$ cat src/pkg/sclkp_pkg.sv
package sclkp_pkg;

  // ----------------------------------------------------------------
  // Register map (byte addresses, one word each)
  // ----------------------------------------------------------------
  localparam logic [3:0] ADDR_TRIM = 4'h0;
  localparam logic [3:0] ADDR_DIV  = 4'h4;
  localparam logic [3:0] ADDR_CMD  = 4'h8;
  localparam logic [3:0] ADDR_SRC  = 4'hc;

  // ----------------------------------------------------------------
  // Fields
  // ----------------------------------------------------------------
  localparam int         UNLOCK_BIT   = 7;
  localparam int         READY_BIT    = 4;
  localparam int         SUT_LSB      = 4;
  localparam logic [7:0] UNLOCK_ONLY  = 8'h80;
  localparam logic [7:0] DIV_RD_MASK  = 8'h8f;
  localparam logic [7:0] CMD_RD_MASK  = 8'h9f;
  localparam logic [7:0] SRC_RD_MASK  = 8'h7f;
  localparam logic [3:0] DIV_MAX      = 4'h8;
  localparam logic [3:0] DIV_FUSE_OFF = 4'h0;
  localparam logic [3:0] DIV_FUSE_ON  = 4'h3;
  localparam logic [2:0] UNLOCK_CYC   = 3'h4;
  localparam logic [7:0] CMD_RESET    = 8'h00;

  // ----------------------------------------------------------------
  // Clock commands
  // ----------------------------------------------------------------
  localparam logic [3:0] CMD_NONE    = 4'h0;
  localparam logic [3:0] CMD_DISABLE = 4'h1;
  localparam logic [3:0] CMD_ENABLE  = 4'h2;
  localparam logic [3:0] CMD_AVAIL   = 4'h3;
  localparam logic [3:0] CMD_SWITCH  = 4'h4;
  localparam logic [3:0] CMD_RECOVER = 4'h5;
  localparam logic [3:0] CMD_WD_ARL  = 4'h6;
  localparam logic [3:0] CMD_CLKOUT  = 4'h7;

  // Start-up count limits in source oscillation cycles
  localparam logic [12:0] SUT_LIM0 = 13'h0040;
  localparam logic [12:0] SUT_LIM1 = 13'h0100;
  localparam logic [12:0] SUT_LIM2 = 13'h0400;
  localparam logic [12:0] SUT_LIM3 = 13'h1000;

  typedef struct packed {
    logic       read;
    logic       write;
    logic [3:0] address;
    logic [31:0] writedata;
    logic [3:0] byteenable;
  } sclkp_avm_req_t;

  typedef struct packed {
    logic       valid;
    logic [3:0] code;
    logic [3:0] source;
    logic [1:0] startup;
    logic       clk_out;
  } sclkp_cmd_t;

endpackage

$ cat src/logic/sclkp_top.sv
// Chosen here: the Avalon-MM slave port and the placing of the registers.
`timescale 1ns/10ps
// Functional notes
// - Divide system clocks by 1 to 256.
// - Division change produces no glitch.
// - New rate starts after old period ends.
// - Divider counts on undivided master clock.
// - Divider unlock sets only on lone write.
// - Divider unlock clears after four cycles.
// - Division changes only through unlock sequence.
// - Reset division follows divide-by-eight fuse.
// - Unlocked division values above eight are ignored.
// - Reserved bits read as zero.
// - Factory trim loads into trim register.
// - Top trim bit selects frequency range.
// - Low trim bits tune within range.
// - Command unlock sets alone, clears later.
// - Rewriting command unlock changes nothing.
// - Enable or availability clears ready flag.
// - Ready sets only for a running clock.
// - Command codes decode; top bit means none.
// - Commands outside unlock window are ignored.
// - Availability counts source cycles to limit.
// - Disabling the running source is ignored.
module sclkp_top
  import sclkp_pkg::*;
#(
  parameter logic [6:0]  SRC_INIT = 7'h02,
  parameter logic [12:0] LIM0     = SUT_LIM0,
  parameter logic [12:0] LIM1     = SUT_LIM1,
  parameter logic [12:0] LIM2     = SUT_LIM2,
  parameter logic [12:0] LIM3     = SUT_LIM3
) (
  input  wire                       sys_clk,
  input  wire                       rstn,
  input  sclkp_pkg::sclkp_avm_req_t avs_req,
  output logic [31:0]               avs_readdata,
  output logic                      avs_waitrequest,
  input  wire                       divide_by_eight_fuse,
  input  wire [7:0]                 factory_trim,
  input  wire [3:0]                 running_source,
  input  wire                       source_osc,
  output logic                      div_tick,
  output logic                      div_clk,
  output logic                      trim_range_select,
  output logic [6:0]                trim_fine_value,
  output sclkp_pkg::sclkp_cmd_t     cmd_out
);
  import sclkp_pkg::*;

  // ----------------------------------------------------------------
  // Pin synchronisers
  // ----------------------------------------------------------------
  logic [13:0] pin_s1_reg;
  logic [13:0] pin_s2_reg;
  logic        osc_d_reg;
  always_ff @(posedge sys_clk) begin
    pin_s1_reg <= {source_osc, running_source, factory_trim,
                   divide_by_eight_fuse};
    pin_s2_reg <= pin_s1_reg;
    osc_d_reg  <= pin_s2_reg[13];
  end
  wire       fuse_s   = pin_s2_reg[0];
  wire [7:0] trim_s   = pin_s2_reg[8:1];
  wire [3:0] run_src  = pin_s2_reg[12:9];
  wire       osc_rise = pin_s2_reg[13] & ~osc_d_reg;

  // Straps are caught on the first edge after reset release
  logic strap_pend_reg;
  always_ff @(posedge sys_clk) begin
    strap_pend_reg <= ~rstn;
  end

  // ----------------------------------------------------------------
  // Avalon-MM slave, one wait state
  // ----------------------------------------------------------------
  logic ack_reg;
  wire  req     = avs_req.read | avs_req.write;
  wire  wr_take = avs_req.write & ack_reg & avs_req.byteenable[0];
  wire  [7:0] wd = avs_req.writedata[7:0];
  wire  wr_trim = wr_take & (avs_req.address == ADDR_TRIM);
  wire  wr_div  = wr_take & (avs_req.address == ADDR_DIV);
  wire  wr_cmd  = wr_take & (avs_req.address == ADDR_CMD);
  wire  wr_src  = wr_take & (avs_req.address == ADDR_SRC);

  assign avs_waitrequest = req & ~ack_reg;

  always_ff @(posedge sys_clk) begin
    if (!rstn)
      ack_reg <= 1'b0;
    else
      ack_reg <= req & ~ack_reg;
  end

  // ----------------------------------------------------------------
  // Oscillator trim
  // ----------------------------------------------------------------
  logic [7:0] trim_reg;
  always_ff @(posedge sys_clk) begin
    if (!rstn)
      trim_reg <= 8'h00;
    else if (strap_pend_reg)
      trim_reg <= trim_s;
    else if (wr_trim)
      trim_reg <= wd;
  end
  assign trim_range_select = trim_reg[7];
  assign trim_fine_value   = trim_reg[6:0];

  // ----------------------------------------------------------------
  // Divider control and unlock window
  // ----------------------------------------------------------------
  logic [3:0] div_sel_reg;
  logic [2:0] div_win_reg;
  wire  div_unlock  = (div_win_reg != 3'h0);
  wire  div_open    = wr_div & (wd == UNLOCK_ONLY) & ~div_unlock;
  wire  div_write   = wr_div & ~wd[UNLOCK_BIT] & div_unlock;
  wire  div_legal   = (wd[3:0] <= DIV_MAX);

  always_ff @(posedge sys_clk) begin
    if (!rstn)
      div_win_reg <= 3'h0;
    else if (div_open)
      div_win_reg <= UNLOCK_CYC;
    else if (div_write)
      div_win_reg <= 3'h0;
    else if (div_unlock)
      div_win_reg <= div_win_reg - 3'h1;
  end

  always_ff @(posedge sys_clk) begin
    if (!rstn)
      div_sel_reg <= DIV_FUSE_OFF;
    else if (strap_pend_reg)
      div_sel_reg <= fuse_s ? DIV_FUSE_ON : DIV_FUSE_OFF;
    else if (div_write && div_legal)
      div_sel_reg <= wd[3:0];
  end
  // Reserved codes never reach the register

  // ----------------------------------------------------------------
  // Prescaler counter
  // ----------------------------------------------------------------
  // Counts on every master edge; the new factor is only taken when
  // the current period wraps, so no shortened pulse ever appears.
  logic [3:0] act_sel_reg;
  logic [7:0] cnt_reg;
  logic       tick_reg;
  logic       dclk_reg;
  wire  [7:0] last = 8'((9'h1 << act_sel_reg) - 9'h1);
  wire        wrap = (cnt_reg == last);
  wire  [7:0] half = 8'((9'h1 << act_sel_reg) >> 1);

  always_ff @(posedge sys_clk) begin
    if (!rstn) begin
      cnt_reg     <= 8'h00;
      act_sel_reg <= DIV_FUSE_OFF;
      tick_reg    <= 1'b0;
      dclk_reg    <= 1'b0;
    end else begin
      cnt_reg  <= wrap ? 8'h00 : cnt_reg + 8'h01;
      tick_reg <= wrap;
      dclk_reg <= wrap | (cnt_reg < half - 8'h01);
      if (wrap)
        act_sel_reg <= div_sel_reg;
    end
  end
  assign div_tick = tick_reg;
  assign div_clk  = (act_sel_reg == 4'h0) ? 1'b1 : dclk_reg;

  // ----------------------------------------------------------------
  // Clock command register and unlock
  // ----------------------------------------------------------------
  logic [2:0] cmd_win_reg;
  logic [3:0] cmd_code_reg;
  wire  cmd_unlock = (cmd_win_reg != 3'h0);
  wire  cmd_open   = wr_cmd & (wd == UNLOCK_ONLY) & ~cmd_unlock;
  wire  cmd_write  = wr_cmd & ~wd[UNLOCK_BIT] & cmd_unlock;
  wire  [3:0] code = wd[3] ? CMD_NONE : wd[3:0];

  always_ff @(posedge sys_clk) begin
    if (!rstn)
      cmd_win_reg <= 3'h0;
    else if (cmd_open)
      cmd_win_reg <= UNLOCK_CYC;
    else if (cmd_write)
      cmd_win_reg <= 3'h0;
    else if (cmd_unlock)
      cmd_win_reg <= cmd_win_reg - 3'h1;
  end

  always_ff @(posedge sys_clk) begin
    if (!rstn)
      cmd_code_reg <= CMD_RESET[3:0];
    else if (cmd_write)
      cmd_code_reg <= wd[3:0];
  end

  // ----------------------------------------------------------------
  // Source selection register
  // ----------------------------------------------------------------
  logic [6:0] src_reg;
  wire  do_recover = cmd_write & (code == CMD_RECOVER);
  always_ff @(posedge sys_clk) begin
    if (!rstn)
      src_reg <= SRC_INIT;
    else if (do_recover)
      src_reg[3:0] <= run_src;
    else if (wr_src)
      src_reg <= wd[6:0];
  end

  // ----------------------------------------------------------------
  // Command issue
  // ----------------------------------------------------------------
  wire  kill_run = (code == CMD_DISABLE) & (src_reg[3:0] == run_src);
  wire  issue    = cmd_write & (code != CMD_NONE) & ~kill_run;
  wire  start_av = cmd_write & ((code == CMD_ENABLE) |
                                (code == CMD_AVAIL));
  always_ff @(posedge sys_clk) begin
    if (!rstn)
      cmd_out <= '0;
    else begin
      cmd_out.valid   <= issue;
      cmd_out.code    <= code;
      cmd_out.source  <= src_reg[3:0];
      cmd_out.startup <= src_reg[5:4];
      cmd_out.clk_out <= src_reg[6];
    end
  end

  // ----------------------------------------------------------------
  // Availability counter
  // ----------------------------------------------------------------
  typedef enum logic {AV_IDLE, AV_COUNT} sclkp_av_t;
  sclkp_av_t   av_state_reg;
  logic [12:0] av_cnt_reg;
  logic        ready_reg;

  function automatic logic [12:0] lim_of(input logic [1:0] sut);
    unique case (sut)
      2'h0: lim_of = LIM0;
      2'h1: lim_of = LIM1;
      2'h2: lim_of = LIM2;
      2'h3: lim_of = LIM3;
    endcase
  endfunction
  wire [12:0] av_lim = lim_of(src_reg[SUT_LSB+1:SUT_LSB]);

  always_ff @(posedge sys_clk) begin
    if (!rstn) begin
      av_state_reg <= AV_IDLE;
      av_cnt_reg   <= 13'h0000;
      ready_reg    <= 1'b0;
    end else if (start_av) begin
      av_state_reg <= AV_COUNT;
      av_cnt_reg   <= 13'h0000;
      ready_reg    <= 1'b0;
    end else begin
      unique case (av_state_reg)
        AV_IDLE: ;
        AV_COUNT:
          if (av_cnt_reg >= av_lim) begin
            av_state_reg <= AV_IDLE;
            ready_reg    <= 1'b1;
          end else if (osc_rise)
            av_cnt_reg <= av_cnt_reg + 13'h0001;
      endcase
    end
  end

  // ----------------------------------------------------------------
  // Read data
  // ----------------------------------------------------------------
  wire [7:0] rd_div = {div_unlock, 3'h0, div_sel_reg} & DIV_RD_MASK;
  wire [7:0] rd_cmd = {cmd_unlock, 2'h0, ready_reg, cmd_code_reg}
                      & CMD_RD_MASK;
  wire [7:0] rd_sel =
    (avs_req.address == ADDR_TRIM) ? trim_reg :
    (avs_req.address == ADDR_DIV)  ? rd_div :
    (avs_req.address == ADDR_CMD)  ? rd_cmd :
    (avs_req.address == ADDR_SRC)  ? {1'b0, src_reg} & SRC_RD_MASK :
                                     8'h00;

  always_ff @(posedge sys_clk) begin
    if (!rstn)
      avs_readdata <= 32'h0000_0000;
    else if (avs_req.read && !ack_reg)
      avs_readdata <= {24'h00_0000, rd_sel};
  end
endmodule

$ cat config.mk
export PLATFORM = sky130hd
export DESIGN_NAME = sclkp_top
export DESIGN_NICKNAME = d
export VERILOG_FILES = /design/src/pkg/sclkp_pkg.sv /design/src/logic/sclkp_top.sv
export SDC_FILE = /design/constraint.sdc
export NUM_CORES = 1
export LEC_CHECK = 0
export ABC_AREA = 1
export BUFFER_PORTS_ARGS = -buffer_cell sky130_fd_sc_hd__buf_2
export CAP_MARGIN = 20
export CORE_MARGIN = 3
export CORE_UTILIZATION = 25
export CTS_CLUSTER_DIAMETER = 40
export DETAILED_ROUTE_END_ITERATION = 16
export SETUP_SLACK_MARGIN = 0.05
export SYNTH_ARGS = -nofsm -noshare
export SYNTH_HDL_FRONTEND = slang
export SYNTH_SLANG_ARGS = --single-unit
$ cat constraint.sdc
create_clock -name sys_clk -period 3.1 [get_ports sys_clk]
set_input_delay 0.155 -clock sys_clk [delete_from_list [all_inputs] [get_ports sys_clk]]
set_output_delay 0.155 -clock sys_clk [all_outputs]
set_load 0.01 [all_outputs]
Yosys cells after proc, flatten, opt, wreduce, memory -nomap -nowiden
Cells that the tools add are included.
Cells by class
  reductions and logical operators: 21
  $lt $le $gt $ge: 3
  equal/unequal tests: 13
  shift-type cells: 1
  $add $sub $neg: 6
  bitwise logic cells: 33
  mux-type cells: 23
Operators by type and width (count)
  $pmux W13 S4: 1
  $mux W8: 5
  $and A1 B1 Y1: 21
  $mux W3: 7
  $mux W4: 4
  $sub A8 B1 Y8 const B: 2
  $add A13 B1 Y13 const B: 1
  $ge A13 B13 Y1: 1
  $reduce_bool A3 Y1: 4
  $not A1 Y1: 9
  $shl A1 B4 Y9 const A: 1
  $add A8 B1 Y8 const B: 1
  $eq A4 B4 Y1 const B: 2
  $eq A8 B8 Y1: 1
  $eq A8 B8 Y1 const B: 1
  $logic_not A4 Y1: 2
  $lt A8 B8 Y1: 1
  $mux W7: 1
  $eq A3 B2 Y1 const B: 2
  $reduce_bool A2 Y1: 3
  $reduce_or A3 Y1: 2
  $sub A3 B1 Y3 const B: 2
  $eq A2 B2 Y1 const B: 2
  $eq A4 B3 Y1 const B: 1
  other kinds (15): 23
Storage, ports and cells
  output and inout bits: 55
  input port bits: 58
  logic and storage cells: 127
  bits in registers: 109

Logic depth before layout (Yosys ltp)
  word-level depth: 8
  gate-level depth with buffers: 17
  depth with buffers taken out: 16

Worst setup path after synthesis
No wires, ideal clock.
  path type: flip-flop to flip-flop
  from: register act_sel_reg[3]
  to: register dclk_reg
  period minus slack after synthesis: 2142 ps
  slack: 958 ps
  data arrival time: 2075 ps
  path buffers: 0
  library setup time: 67 ps
  data required time: 3033 ps
  stages on the path, launching flop included: 17
  cells stage by stage: dfxtp_1 -> nor2_4 -> inv_2 -> nor2_1 -> inv_1 -> ha_1 -> inv_1 -> nor2_1 -> inv_1 -> nor3_1 -> a21oi_1 -> ha_1 -> inv_1 -> nor3_1 -> a211oi_1 -> nand2_1 -> a21oi_2
Between the ends
  word-level cells in the longest chain between the ends: 4
RTL lines
  start, declared: RTL line sclkp_top.sv:146  | logic [3:0] act_sel_reg;
  start signal, assigned: RTL line sclkp_top.sv:165  | act_sel_reg <= div_sel_reg;
  $shl A1 B4 Y9 (*): RTL line sclkp_top.sv:152  | wire [7:0] half = 8'((9'h1 << act_sel_reg) >> 1);
  $sub A8 B1 Y8, on equally long branches: RTL line sclkp_top.sv:163, sclkp_top.sv:150
  $lt A8 B8 Y1 / $eq A8 B8 Y1 (equally long branches): RTL line sclkp_top.sv:163, sclkp_top.sv:151
  $or A1 B1 Y1 (*): RTL line sclkp_top.sv:163  | dclk_reg <= wrap | (cnt_reg < half - 8'h01);
  end signal, assigned: RTL line sclkp_top.sv:163
  end, declared: RTL line sclkp_top.sv:149  | logic dclk_reg;
Mark *: on every way between the ends. The rest lies on a longest branch, timed or not.
A chain may end at the register's enable or synchronous reset.

Final worst setup path
Same ends and word-level chain as after synthesis.

==> qor.csv <==
stage,metric,value,unit
status,status,finished clean,
critical_path,buffers and inverters on the worst path,5,
cts,clock tree from TritonCTS,yes,
layout,fillers,2236,
timing,Rel. slew slack,0.359,
layout,P&R area growth vs syn,18.2,%
cts,"CTS clk-pin slew, worst paths",0.08,ns
timing,hold_ws,0.112,ns
grt,antenna violations before repair,1,
floorplanning,Horiz. Die Dim,150,um
synthesis,largest area contributor in the netlist,dfxtp_1,
floorplanning,io pins,113,
drt,initial DRC count,297,
critical_path,"Slowest-stage cell, CP",dfxtp_1,
placed_design,GPL Wtd Cong,0.812,
floorplanning,core footprint,0.0203,mm^2
timing,clock skew,0.0113,ns
timing,min setup slack post-route,0.688,ns
synthesis,Syn Std Cell Area,0.00519,mm^2
critical_path,kind of critical path,reg -> reg,
critical_path,CP max FO,9,
run,Max Cap Viol,0,
drt,Detailed Route WL,12800,um
synthesis,ranking of synthesized cells by area,"dfxtp_1 42%, nand2_1 9.6%, inv_1 6.4%",
floorplanning,Die ar.,0.0225,mm^2
critical_path,CP Data Required Time,3.39,ns
grt,first-pass GRT wire length,20400,um
critical_path,crit-path cells,nor2_4 > inv_2 > nor2_1 > inv_1 > ha_1 > inv_1 > nor2_1 > inv_1 > nor3_1 > a21oi_1 > ha_1 > inv_1 > nor3_1 > a211oi_1 > nand2_1 > a21oi_2,
grt,total grt overflow,0,
critical_path,Worst setup EP type,flip-flop,
drt,Final ANT Viol Nets,0,
layout,final non-filler cell total,1034,
power,Total Power,4.44,mW
cts,number of clock sinks,108,
synthesis,Cell variety after synth,43,
grt,All-Layer GR Usage,0.113,
grt,vias in the first global route,4150,
placed_design,pre-CTS setup slack,0.704,ns
cts,Max clock buf depth,2,
layout,design area,0.00613,mm^2
synthesis,Synthesis Warnings,0,
synthesis,top cell type's share of synthesized area,0.417,
timing,Sum Neg Setup Slack,0,ns
cts,Clock H-tree levels,3,
cts,Clock Latency Late Sink,0.36,ns
cts,total CTS buffers,9,
synthesis,register area share after synthesis,0.417,
power,Peak VDD IR,0.451,mV
min_path,Hold Path Class,in -> reg,
timing,Final Critical Period,2.41,ns
drt,DRT Pass-1 Iters,4,
critical_path,"most used cell, CP",inv_1,
timing,worst slew pin tran,0.958,ns
cts,post-cts sizing count,0,
cts,post-CTS setup buffer count,0,
layout,Final nets,837,
critical_path,startpoint types,flip-flop,
grt,largest net degree at the start of global routing,29,
timing,RSZ-0062 raised after global routing,false,
critical_path,"CP delay by family, top",simple AND/OR/NAND/NOR gates,
synthesis,async set or reset register ratio after synthesis,0,
floorplanning,starting density of the core,0.255,
synthesis,"EDFF count, synth",0,
floorplanning,std cell rows,52,
synthesis,synthesized area per cell,7.55,um^2
synthesis,post-synthesis register bit count,108,
timing,count of pins over their slew limit,0,
critical_path,"slowest stage delay, CP",0.46,ns
power,LEAKAGE,2.75,nW
timing,Final setup viols,0,
timing,fmax,415,MHz
critical_path,Critical Path AT,2.70,ns
floorplanning,Die Y-Extent,150,um
power,power density cells,724,mW/mm^2
timing,Fin. Hold Viols,0,
synthesis,"Top FF cell, synth",dfxtp_1,
placed_design,post-DP HPWL,9710,um
layout,Final Util,0.302,
placed_design,placed cell areas,0.00567,mm^2
placed_design,I/O Buffers,60,
layout,share of layout cells above drive strength 1,0.152,
drt,vias per cell,4.31,
synthesis,most common library cells after synthesis,"132 x nand2_1, 108 x dfxtp_1, 89 x inv_1",
drt,DRC,0,
timing,Final Cycle Share,0.778,
cts,clk root buf,clkbuf_16,
synthesis,cell with the most instances after synthesis,nand2_1,
drt,WL/cell,12.4,um
drt,routed vias,4455,
placed_design,placed cell count,1002,
synthesis,Post-Synthesis Cells,687,
-- power by group --
group / switching (mW) / internal [mW]
logic: 1.08 / 0.590
registers: 0.0946 / 1.50
clock network: 0.581 / 0.594
-- cell type report --
| type | instances | area, um^2 | area share |
|---|---|---|---|
| clock buffers | 10 | 239 | 0.0390 |
| diodes | 1 | 2.50 | 0.000408 |
| repair buffers | 78 | 473 | 0.0772 |
| well taps | 270 | 338 | 0.0551 |
| multi-input cells | 464 | 2490 | 0.406 |
| flip-flops and latches | 108 | 2160 | 0.353 |
| clock inverters | 6 | 65.1 | 0.0106 |
| inverters | 97 | 364 | 0.0594 |
-- placed cells by master, fill, tap and decap left out, drive strengths merged --
| cell type | Yosys | routed |
|---|---|---|
| nand2 | 137 | 137 |
| dfxtp | 108 | 108 |
| inv | 95 | 99 |
| nor2 | 68 | 68 |
| buf | 32 | 63 |
| a21oi | 49 | 49 |
| nand3 | 39 | 39 |
| o21ai | 35 | 35 |
| conb | 1 | 25 |
| ha | 21 | 21 |
| nand4 | 20 | 20 |
| xor2 | 18 | 18 |
| nor3 | 16 | 16 |
| dlygate4sd3 | 0 | 15 |
| clkbuf | 10 | 10 |
| a31oi | 9 | 9 |
| o22ai | 8 | 8 |
| xnor2 | 4 | 4 |
| clkinv | 2 | 4 |
| nand3b | 2 | 2 |
| o21a | 2 | 2 |
| a221oi | 2 | 2 |
| or2 | 2 | 2 |
| diode | 0 | 1 |
| and3 | 1 | 1 |
| o2111ai | 1 | 1 |
| a31o | 1 | 1 |
| o221ai | 1 | 1 |
| nor4 | 1 | 1 |
| a211oi | 1 | 1 |
| a41oi | 1 | 1 |
-- routing by layer --
| metal | part of all wire | wire [um] | global-route usage |
|---|---|---|---|
| met2 | 0.45 | 5780 | 0.180 |
| met3 | 0.044 | 558 | 0.0282 |
| met4 | 0.020 | 257 | 0.0371 |
| met1 | 0.48 | 6190 | 0.151 |
| met5 | 0 | 0 | 0 |
-- tightest hold or removal path: stages --
cell and delay, ns:
buf_2 0.08, inv_1 0.07, a21oi_1 0.12
-- repair_timing --
action,CTS,global route
setup endpoints to repair,0,0
hold endpoints to repair,15,0
hold buffers,15,0
-- cells by family (layout without fill, tap and decap cells) --
logic type	count (synthesis)	count (layout)	synth area share
adders and majority gates	21	21	0.0507
other	1	26	0.000723
DFF	108	108	0.417
and+or+nand+nor	286	286	0.256
buffers and inverters	139	191	0.121
AOI/OAI and AO/OA	110	110	0.117
xor gates and xnor gates	22	22	0.0372
-- path summary, 6_finish.rpt --
check | startpoint | to | slack [ns] | depth (start not counted)
worst max register to register | act_sel_reg[3] | dclk_reg | 0.69 | 16
worst min-delay path | avs_req[8] | src_reg[4] | 0.11 | 3
worst max-delay path | act_sel_reg[3] | dclk_reg | 0.69 | 16
worst min register to register | pin_s1_reg[6] | pin_s2_reg[6] | 0.32 | 0
(Power assumes the default switching activity.)
